### src/hw/dcc_pkg.sv
// constants, types and rule summary for the drum channel control block
// How it works
// RQ1: after a mid-sector stop, host reloads an address with zero byte field first
// RQ2: simultaneous connects get no fixed priority; first request seen wins
// RQ3: a connected channel keeps the controller reserved until it releases
// RQ4: host selects a mode before every buffer it starts
// RQ5: end of operation of each buffer clears the selected mode
// RQ6: a buffer conflicting with the mode gets no response and hangs
// RQ7: any master clear zeroes the address and drops all interrupt selections; a channel's CMD_MCLEAR drops only that channel's selections
// RQ8: release and disconnect keeps address and interrupt selections
// RQ9: only a manual master clear removes not ready
// RQ10: pending interrupt withdrawn by master clear, release, or 002-/003- codes
// RQ11: interrupt selections are kept per channel, untouched by the other channel
// RQ12: reserving channel gets all selected interrupts, other only release interrupt
// RQ13: on writes, end of operation waits until the last byte is written
// RQ14: interlace delay equals per-byte time, 1 to 32 microseconds by ratio; the code takes INTERLACE up to 7, giving up to 128 microseconds
// RQ15: head group change on last byte adds 100 microseconds to the delay
// RQ16: one-byte write ends only after the byte is written, up to 35 ms
// RQ17: on dc power, remote-start units power up in sequence, local ones skipped
// RQ18: remote units ignore own buttons; local units ignore controller power
// RQ19: remote units all power off together at shutdown
// RQ20: address advances by one per byte except on write check error
// RQ21: sector drum with nonzero byte field raises lost data at initiation
package dcc_pkg;
	localparam int CLK_MHZ = 100;
	localparam int ADDR_W = 22;
	localparam int BYTE_FIELD_W = 7;
	localparam int HEAD_LSB = 15;
	localparam int HEAD_W = 6;
	localparam int UNITS = 8;
	localparam int INTERLACE_BASE_US = 1;
	localparam int HEAD_SWITCH_US = 100;
	localparam int REV_MS = 35;
	localparam int HEAD_SWITCH_CYC = HEAD_SWITCH_US * CLK_MHZ;
	localparam int US_CYC = INTERLACE_BASE_US * CLK_MHZ;
	localparam int REV_CYC = REV_MS * 1000 * CLK_MHZ;
	localparam int UNIT_STEP_CYC = 1000;
	localparam int CNT_W = 24;
	localparam logic [ADDR_W-1:0] ADDR_RST = 22'h000000;
	// wishbone register offsets
	localparam logic [3:0] OFS_CMD = 4'h0;
	localparam logic [3:0] OFS_ADDR = 4'h4;
	localparam logic [3:0] OFS_ISEL = 4'h8;
	localparam logic [3:0] OFS_STAT = 4'hc;
	// command field of OFS_CMD, bits 3:0
	localparam logic [3:0] CMD_CONNECT = 4'h1;
	localparam logic [3:0] CMD_RELEASE = 4'h2;
	localparam logic [3:0] CMD_MCLEAR = 4'h3;
	localparam logic [3:0] CMD_MODE_RD = 4'h4;
	localparam logic [3:0] CMD_MODE_WR = 4'h5;
	localparam logic [3:0] CMD_GRP2 = 4'h6;
	localparam logic [3:0] CMD_GRP3 = 4'h7;
	localparam logic [3:0] CMD_LOADADDR = 4'h8;
	localparam int CMD_CH_BIT = 4;
	typedef enum logic [1:0] {MODE_NONE = 2'b00, MODE_RD = 2'b01, MODE_WR = 2'b11} dcc_mode_t;
	typedef enum logic [1:0] {EW_IDLE = 2'b00, EW_WAIT = 2'b01, EW_DONE = 2'b11} dcc_ew_t;
	typedef struct packed {
		logic [31:0] dat_r;
		logic ack;
		logic res_valid;
		logic res_ch;
		dcc_mode_t mode;
		dcc_ew_t ew;
		logic [CNT_W-1:0] cnt;
		logic [ADDR_W-1:0] addr;
		logic [1:0][3:0] isel;
		logic [1:0][3:0] ipend;
		logic not_ready;
		logic lost_data;
		logic eop;
		logic [1:0] irq;
		logic dc_prev;
		logic [3:0] seq_unit;
		logic seq_run;
		logic [CNT_W-1:0] seq_cnt;
		logic [UNITS-1:0] unit_pwr;
		logic byte_ack;
		logic [ADDR_W-1:0] last_addr;
	} dcc_state_t;
endpackage : dcc_pkg

### src/hw/dcc_top.sv
// drum channel control: reservation, modes, clears, interrupts, write end delay, power
//
// Decided for this implementation: the Wishbone slave port and the register offsets.
module dcc_top import dcc_pkg::*; #(
	parameter int REV_CYCLES = REV_CYC,
	parameter int STEP_CYCLES = UNIT_STEP_CYC,
	parameter bit SECTOR_DRUM = 1'b0
) (
	// clock and reset
	input wire logic REF_CLK,
	input wire logic RESETN,
	// wishbone slave
	input wire logic WB_CYC,
	input wire logic WB_STB,
	input wire logic WB_WE,
	input wire logic [3:0] WB_ADR,
	input wire logic [3:0] WB_SEL,
	input wire logic [31:0] WB_DAT_I,
	output logic [31:0] WB_DAT_O,
	output logic WB_ACK,
	// data path from channel
	input wire logic BYTE_REQ,
	input wire logic BYTE_CH,
	input wire logic BYTE_IS_WRITE,
	input wire logic BUF_LAST,
	input wire logic BUF_ONE,
	input wire logic WCHK_ERR,
	input wire logic [2:0] INTERLACE,
	output logic BYTE_ACK,
	output logic EOP,
	output logic LOST_DATA,
	// interrupts and status to channels
	output logic [1:0] CH_IRQ,
	output logic RESERVED,
	output logic RESERVED_CH,
	// manual and power
	input wire logic MANUAL_MCLEAR,
	input wire logic NOT_READY_IN,
	input wire logic DC_POWER,
	input wire logic [UNITS-1:0] UNIT_REMOTE,
	input wire logic [UNITS-1:0] UNIT_LOCAL_ON,
	output logic NOT_READY,
	output logic [UNITS-1:0] UNIT_POWER
);
	initial begin
		if (REV_CYCLES < 1 || REV_CYCLES >= (1 << CNT_W)) begin
			$error("dcc_top: REV_CYCLES out of range");
		end
		if (STEP_CYCLES < 1 || STEP_CYCLES >= (1 << CNT_W)) begin
			$error("dcc_top: STEP_CYCLES out of range");
		end
		if (UNITS < 1 || UNITS > 8) begin
			$error("dcc_top: sequencer serves at most eight units");
		end
		if (HEAD_SWITCH_CYC + (US_CYC << 5) >= (1 << CNT_W)) begin
			$error("dcc_top: wait counter too narrow");
		end
	end

	localparam int IRQ_RELEASE = 0;

	// end-of-operation wait in cycles for the last byte of a write buffer
	function automatic logic [CNT_W-1:0] write_end_wait(
		input logic one_byte,
		input logic head_change,
		input logic [CNT_W-1:0] interlace_cyc
	);
		logic [CNT_W-1:0] w;
		w = interlace_cyc; // see RQ14
		if (one_byte) begin
			w = CNT_W'(REV_CYCLES); // see RQ16
		end else if (head_change) begin
			w = CNT_W'(HEAD_SWITCH_CYC) + interlace_cyc; // see RQ15
		end
		return w;
	endfunction : write_end_wait

	// status word as software reads it
	function automatic logic [31:0] status_word(input dcc_state_t st);
		logic [31:0] w;
		w = 32'h00000000;
		w[0] = st.res_valid;
		w[1] = st.res_ch;
		w[3:2] = st.mode;
		w[4] = st.lost_data;
		w[5] = st.not_ready;
		w[6] = st.ipend[0][IRQ_RELEASE];
		w[7] = st.ipend[1][IRQ_RELEASE];
		return w;
	endfunction : status_word

	// a byte is taken only when its direction agrees with the selected mode
	function automatic logic dir_matches(input logic is_write, input dcc_mode_t m);
		logic ok;
		unique case (m)
			MODE_RD: ok = !is_write;
			MODE_WR: ok = is_write;
			default: ok = 1'b0;
		endcase
		return ok;
	endfunction : dir_matches

	// reserving channel sees every selected interrupt, the other only release
	function automatic logic irq_steer(
		input logic owner,
		input logic [3:0] pend,
		input logic [3:0] sel
	);
		logic hit;
		if (owner) begin
			hit = |(pend & sel);
		end else begin
			hit = pend[IRQ_RELEASE] & sel[IRQ_RELEASE];
		end
		return hit;
	endfunction : irq_steer

	dcc_state_t s, n;

	logic wb_req;
	logic wb_wr;
	logic [3:0] cmd;
	logic cmd_ch;
	logic cmd_wr;
	logic [CNT_W-1:0] il_cyc;
	logic [ADDR_W-1:0] next_addr;
	always_comb begin
		wb_req = WB_CYC && WB_STB && !s.ack;
		// writes land at the edge that shows ack, while the master still holds them
		wb_wr = WB_CYC && WB_STB && WB_WE && s.ack;
		cmd_wr = wb_wr && WB_ADR == OFS_CMD && WB_SEL[0];
		cmd = WB_DAT_I[3:0];
		cmd_ch = WB_DAT_I[CMD_CH_BIT];
		il_cyc = CNT_W'(US_CYC) << INTERLACE; // see RQ14
		next_addr = s.addr + ADDR_W'(1);
	end

	always_comb begin
		n = s;
		n.ack = wb_req;
		n.eop = 1'b0;
		n.byte_ack = 1'b0;
		if (NOT_READY_IN) begin
			n.not_ready = 1'b1;
		end
		if (wb_req && !WB_WE) begin
			unique case (WB_ADR)
				OFS_ADDR: n.dat_r = 32'(s.addr);
				OFS_ISEL: n.dat_r = {24'h000000, s.isel[1], s.isel[0]};
				OFS_STAT: n.dat_r = status_word(s);
				default: n.dat_r = 32'h00000000;
			endcase
		end
		if (wb_wr && WB_ADR == OFS_ISEL && WB_SEL[0]) begin
			n.isel[WB_DAT_I[8]] = WB_DAT_I[3:0]; // see RQ11
		end
		if (wb_wr && WB_ADR == OFS_ADDR && WB_SEL[0] && (!s.res_valid)) begin
			n.addr = WB_DAT_I[ADDR_W-1:0];
		end
		if (cmd_wr) begin
			unique case (cmd)
				CMD_CONNECT: begin
					// first request taken wins; others are dropped and must be sent again after release
					if (!s.res_valid) begin // see RQ2
						n.res_valid = 1'b1; // see RQ3
						n.res_ch = cmd_ch;
					end
				end
				CMD_RELEASE: begin
					if (s.res_valid && s.res_ch == cmd_ch) begin
						n.res_valid = 1'b0;
						n.mode = MODE_NONE;
						n.ipend[!cmd_ch][IRQ_RELEASE] = s.isel[!cmd_ch][IRQ_RELEASE];
					end
					n.ipend[cmd_ch] = 4'h0; // see RQ8 see RQ10
				end
				CMD_MCLEAR: begin
					n.addr = ADDR_RST; // see RQ7
					n.isel[cmd_ch] = 4'h0;
					n.ipend[cmd_ch] = 4'h0; // see RQ10
					n.mode = MODE_NONE;
					n.lost_data = 1'b0;
					if (s.res_ch == cmd_ch) begin
						n.res_valid = 1'b0;
					end
				end
				CMD_MODE_RD, CMD_MODE_WR: begin
					if (s.res_valid && s.res_ch == cmd_ch) begin
						n.mode = (cmd == CMD_MODE_RD) ? MODE_RD : MODE_WR;
						if (SECTOR_DRUM && s.addr[BYTE_FIELD_W-1:0] != 7'h00) begin
							n.lost_data = 1'b1; // see RQ21
						end
					end
				end
				CMD_GRP2, CMD_GRP3: begin
					n.ipend[cmd_ch] = 4'h0; // see RQ10
					if (cmd == CMD_GRP2) begin
						n.isel[cmd_ch] = WB_DAT_I[11:8];
					end
				end
				default: begin
				end
			endcase
		end
		if (MANUAL_MCLEAR) begin
			n.addr = ADDR_RST; // see RQ7
			n.isel = '0;
			n.ipend = '0; // see RQ10
			n.mode = MODE_NONE;
			n.res_valid = 1'b0;
			n.lost_data = 1'b0;
			n.not_ready = NOT_READY_IN; // see RQ9
		end
		// byte transfers only when direction matches the mode
		if (BYTE_REQ && s.res_valid && BYTE_CH == s.res_ch && s.ew == EW_IDLE
				&& dir_matches(BYTE_IS_WRITE, s.mode)
				&& !s.byte_ack) begin // see RQ6
			n.byte_ack = 1'b1;
			n.last_addr = s.addr;
			if (!WCHK_ERR) begin
				n.addr = next_addr; // see RQ20
			end
			if (BUF_LAST) begin
				if (BYTE_IS_WRITE) begin
					n.ew = EW_WAIT; // see RQ13
					n.cnt = write_end_wait(BUF_ONE,
						s.addr[HEAD_LSB+:HEAD_W] != s.last_addr[HEAD_LSB+:HEAD_W],
						il_cyc); // see RQ14 see RQ15 see RQ16
				end else begin
					n.eop = 1'b1;
					n.mode = MODE_NONE; // see RQ5
				end
			end
		end
		unique case (s.ew)
			EW_IDLE: begin
			end
			EW_WAIT: begin
				if (s.cnt <= CNT_W'(1)) begin
					n.ew = EW_DONE;
				end else begin
					n.cnt = s.cnt - CNT_W'(1);
				end
			end
			EW_DONE: begin
				n.eop = 1'b1; // see RQ13
				n.mode = MODE_NONE; // see RQ5
				n.ew = EW_IDLE;
			end
			default: n.ew = EW_IDLE;
		endcase
		// interrupt steering
		for (int c = 0; c < 2; c++) begin
			n.irq[c] = irq_steer(s.res_valid && s.res_ch == c[0], s.ipend[c], s.isel[c]); // see RQ12
		end
		// a manual clear drops the lines at once, not a cycle later
		if (MANUAL_MCLEAR) begin
			n.irq = 2'b00; // see RQ7
		end
		if (s.eop && s.res_valid) begin
			n.ipend[s.res_ch][1] = 1'b1;
		end
		// power sequencing
		n.dc_prev = DC_POWER;
		for (int u = 0; u < UNITS; u++) begin
			if (!UNIT_REMOTE[u]) begin
				n.unit_pwr[u] = UNIT_LOCAL_ON[u]; // see RQ18
			end else if (!DC_POWER) begin
				n.unit_pwr[u] = 1'b0; // see RQ19
			end
		end
		if (DC_POWER && !s.dc_prev) begin
			n.seq_run = 1'b1; // see RQ17
			n.seq_unit = 4'h0;
			n.seq_cnt = '0;
		end else if (s.seq_run && DC_POWER) begin
			if (s.seq_unit == 4'(UNITS)) begin
				n.seq_run = 1'b0;
			end else if (!UNIT_REMOTE[s.seq_unit[2:0]]) begin
				n.seq_unit = s.seq_unit + 4'h1; // see RQ17
			end else if (s.seq_cnt == CNT_W'(STEP_CYCLES - 1)) begin
				n.unit_pwr[s.seq_unit[2:0]] = 1'b1;
				n.seq_unit = s.seq_unit + 4'h1;
				n.seq_cnt = '0;
			end else begin
				n.seq_cnt = s.seq_cnt + CNT_W'(1);
			end
		end else if (!DC_POWER) begin
			n.seq_run = 1'b0;
		end
	end

	always_ff @(posedge REF_CLK) begin
		if (!RESETN) begin
			s <= '0;
		end else begin
			s <= n;
		end
	end

	always_comb begin
		WB_DAT_O = s.dat_r;
		WB_ACK = s.ack;
		BYTE_ACK = s.byte_ack;
		EOP = s.eop;
		LOST_DATA = s.lost_data;
		CH_IRQ = s.irq;
		RESERVED = s.res_valid;
		RESERVED_CH = s.res_ch;
		NOT_READY = s.not_ready;
		UNIT_POWER = s.unit_pwr;
	end
endmodule : dcc_top

### config.mk
export PLATFORM = sky130hd
export DESIGN_NAME = dcc_top
export DESIGN_NICKNAME = d
export VERILOG_FILES = /design/src/hw/dcc_pkg.sv /design/src/hw/dcc_top.sv
export SDC_FILE = /design/constraint.sdc
export NUM_CORES = 1
export LEC_CHECK = 0
export BUFFER_PORTS_ARGS = -buffer_cell sky130_fd_sc_hd__buf_2
export CORE_MARGIN = 4
export CORE_UTILIZATION = 45
export CTS_BUF_LIST = sky130_fd_sc_hd__clkbuf_8
export DETAILED_ROUTE_END_ITERATION = 10
export MAX_ROUTING_LAYER = met4
export PLACE_DENSITY = 0.66
export SYNTH_ARGS = -nofsm -noshare
export SYNTH_HDL_FRONTEND = slang
export SYNTH_SLANG_ARGS = --single-unit
### constraint.sdc
create_clock -name REF_CLK -period 4.3 [get_ports REF_CLK]
set_input_delay 0.215 -clock REF_CLK [delete_from_list [all_inputs] [get_ports REF_CLK]]
set_output_delay 0.215 -clock REF_CLK [all_outputs]
set_load 0.01 [all_outputs]
==> results.yml <==
run_status:
  status: "complete, no violations"
power_and_ir_drop:
  leakagePower_nw: 3.330
  peakVddDrop_v: 0.0001776
  power.density_nw_per_um2: 291.8
cells_and_area:
  fin_cells: 1284
  fin_util_pct: 50.64
  nNetsFinal: 1132
  layout-drive-gt1-share_pct: 15.39
  final_cell_area_um2: 8790
  diodes: 0
  syn2layout_area_growth_pct: 9.972
cts:
  numCtsBuffers: 17
  clk_pin_slew_ns: 0.08
  cts_buffer_depth: 2
  h-tree-depth: 4
  cts_sinks: 140
  cts_hold_buf: 11
  clockRootBuffer: "clkbuf_8"
  cts_resized: 0
  clkLatencyLatePin_ns: 0.45
  cts_tree: "done"
  cts_setup_buffers: 0
sta:
  maxSlewHeadroom_pct: 41.77
  fin_setup_tns_ns: 0
  drv_slew: 0
  tightest_slew_ns: 0.8654
  clock_skew_ns: 0.01301
  period_share_pct: 62.36
  min_period_ns: 2.681
  hold_viol_final: 0
  finalSetupViolCount: 0
  fmax_mhz: 373.0
  rsz0062_at_grt: "false"
routing:
  drt-vias-per-instance: 5.651
  wl_um: 20080
  drt-pass1-iter-count: 6
  ant_nets: 0
  drt_iter0_drc: 534
  drc: 0
  wl_per_cell_um: 15.64
  vias: 7256
critical_path:
  crit_arrival_ns: 3.06
  path_class: "flop to flop"
  r2r_start: "s[104]$_SDFF_PN0_"
  required_ns: 4.68
  ff2ff_setup_slack_ns: 1.62
  rr_endpoint: "s[124]$_SDFF_PN0_"
  crit_start: "s[104]$_SDFF_PN0_"
  endpoint_kind: "flop"
  cp_max_fo: 8
  rr_worst_depth: 8
  cp-start-kind: "flop"
placed_design:
  place_area_um2: 8279
  gp_congestion: 0.8367
  portBuffers: 97
  placedCellCount: 1241
  hpwl_um: 14350
logic_synthesis:
  syn_area_per_cell_um2: 7.993
  syn_area_um2: 7993
  yosysMostFrequentCell: "dfxtp_1"
  synth_compound_area_share_pct: 17.08
  synth_simple_gate_area_share_pct: 27.71
  synth_top_area_cell: "dfxtp_1"
  synth_flop_cell: "dfxtp_1"
  synth_edf_count: 0
  seq_area_frac_synth_pct: 35.07
  synth_top_family_by_area: "simple AND/OR/NAND/NOR gates"
  ys_types: 83
  netlist.area_leader.share_pct: 35.07
  synth_common_cells: "140 x dfxtp_1, 111 x nor2_1, 102 x nand2_1, 62 x a21oi_1, 49 x nand3_1"
  yosys_warnings: 0
  yosys-top-cells-area: "dfxtp_1 35%, nor2_1 5.2%, nand2_1 4.8%, buf_4 4.3%, xnor2_1 3.9%"
  ys_seq_elements: 140
  async_reset_ff_share_pct: 0
  synth_mux_area_share_pct: 4.602
  netlist_instances: 1000
  synthAdderAreaFrac_pct: 2.035
  synth-xor-area-share_pct: 5.479
floorplanning:
  die-area_um2: 19960
  dieWidth_um: 141.3
  fp.coreArea_um2: 17360
  rows: 48
  initial_utilization_pct: 46.05
  num_io_pins: 122
  die_h_um: 141.3
global_route:
  grt_pass1_wl_um: 33130
  grt.total_usage_pct: 20.39
  gr-total-overflow: 0
  grt_pass1_vias: 6716
  grt_max_degree: 44
  antenna_found_initial: 0
min_path:
  holdPathStages: 3
  hold_path_end: "s[87]$_SDFF_PN0_"
  hold_class: "primary input to flop"
  min_from: "WB_DAT_I[5]"
run:
  drv_cap: 0
cell type report:
class                      count  area, um2
clock buffer                  17      234.0
sequential                   140       2803
fill                        1731       8567
tap                          225      281.5
inverter                      18      67.56
timing repair buffer         115      648.1
clock inverter                15      166.4
multi-input combinational    754       4589
flip-flops by register name, summed over array words and instances (netlist names):
register     cells
s              102
WB_DAT_O        22
UNIT_POWER       8
CH_IRQ           2
BYTE_ACK         1
EOP              1
NOT_READY        1
RESERVED         1
RESERVED_CH      1
WB_ACK           1
where the power goes:
group | total [mW] | leakage [nW] | switching (mW) | internal, mW
Sequential | 1.31 | 1.13 | 0.00471 | 1.30
Clock | 1.08 | 0.186 | 0.552 | 0.524
Combinational | 0.181 | 2.01 | 0.119 | 0.0625
Total | 2.57 | 3.33 | 0.676 | 1.89
layout by cell type (no fill, tap or decap), types with 7 or more instances in the layout:
cell type      instances
a211oi_1               8
a21oi_1               62
a22oi_1               11
and2_1                 8
and3_1                13
and4_1                11
buf_2                 97
buf_4                  7
clkbuf_8              17
conb_1                11
dfxtp_1              140
dlygate4sd3_1         11
ha_1                  13
inv_1                 18
mux2_2                10
mux2i_1               24
nand2_1              102
nand2b_1              10
nand3_1               49
nand4_1               22
nor2_1               111
nor2b_1                7
nor3_1                31
nor4_1                19
o211ai_1               8
o21ai_0               48
or3_1                 21
or4_1                  8
xnor2_1               36
xor2_1                14
per-layer routing:
layer	track usage [%]	vias up	share of wire, %
li1	-	3657	-
met1	27.43	3402	47
met2	31.98	180	47
met3	3.910	17	5.2
met4	4.691	0	0.89
met5	-	-	0
per-stage QoR:
| step | setup WS [ns] | power (mW) | hold slack [ns] |
|---|---|---|---|
| finish | 1.619 | 2.565 | 0.03665 |
| global route | 1.290 | 2.670 | 0.03459 |
| CTS | 1.604 | 2.592 | 0.009375 |
| detailed placement | 1.630 | 1.509 | 0.4165 |
| global placement | 1.686 | 1.508 | 0.4210 |
| floorplan | 1.907 | 1.452 | 0.3210 |
kinds of logic (layout without fill, tap and decap cells):
family / count (synthesis) / in the layout
AO/OA/AOI/OAI: 207 / 207
flip-flops: 140 / 140
XOR/XNOR: 50 / 50
adder cells (fa/ha/maj): 13 / 13
buffers and inverters: 116 / 165
AND/OR/NAND/NOR: 438 / 438
multiplexers: 35 / 35
other: 1 / 11
worst max-delay path: stages, from the launching register on:
cell and delay [ns]:
dfxtp_1 0.35, inv_1 0.07, ha_1 0.20, nor3b_1 0.50, nand3_1 0.24, or2_1 0.37, or4_1 0.45, mux2_4 0.32
a21oi_2 0.12
worst max-delay path by stage:
| stage | cells after the start | slack (ns) | endpoint |
|---|---|---|---|
| 2_1_floorplan | 9 | 1.91 | s[124]$_SDFF_PN0_ |
| 3_3_place_gp | 8 | 1.69 | s[124]$_SDFF_PN0_ |
| 3_5_place_dp | 8 | 1.63 | s[120]$_SDFF_PN0_ |
| 4_1_cts | 8 | 1.60 | s[120]$_SDFF_PN0_ |
| 5_1_grt | 8 | 1.29 | s[124]$_SDFF_PN0_ |
| 6_report | 8 | 1.62 | s[124]$_SDFF_PN0_ |
Note: power is estimated with default switching activity, not from simulation.
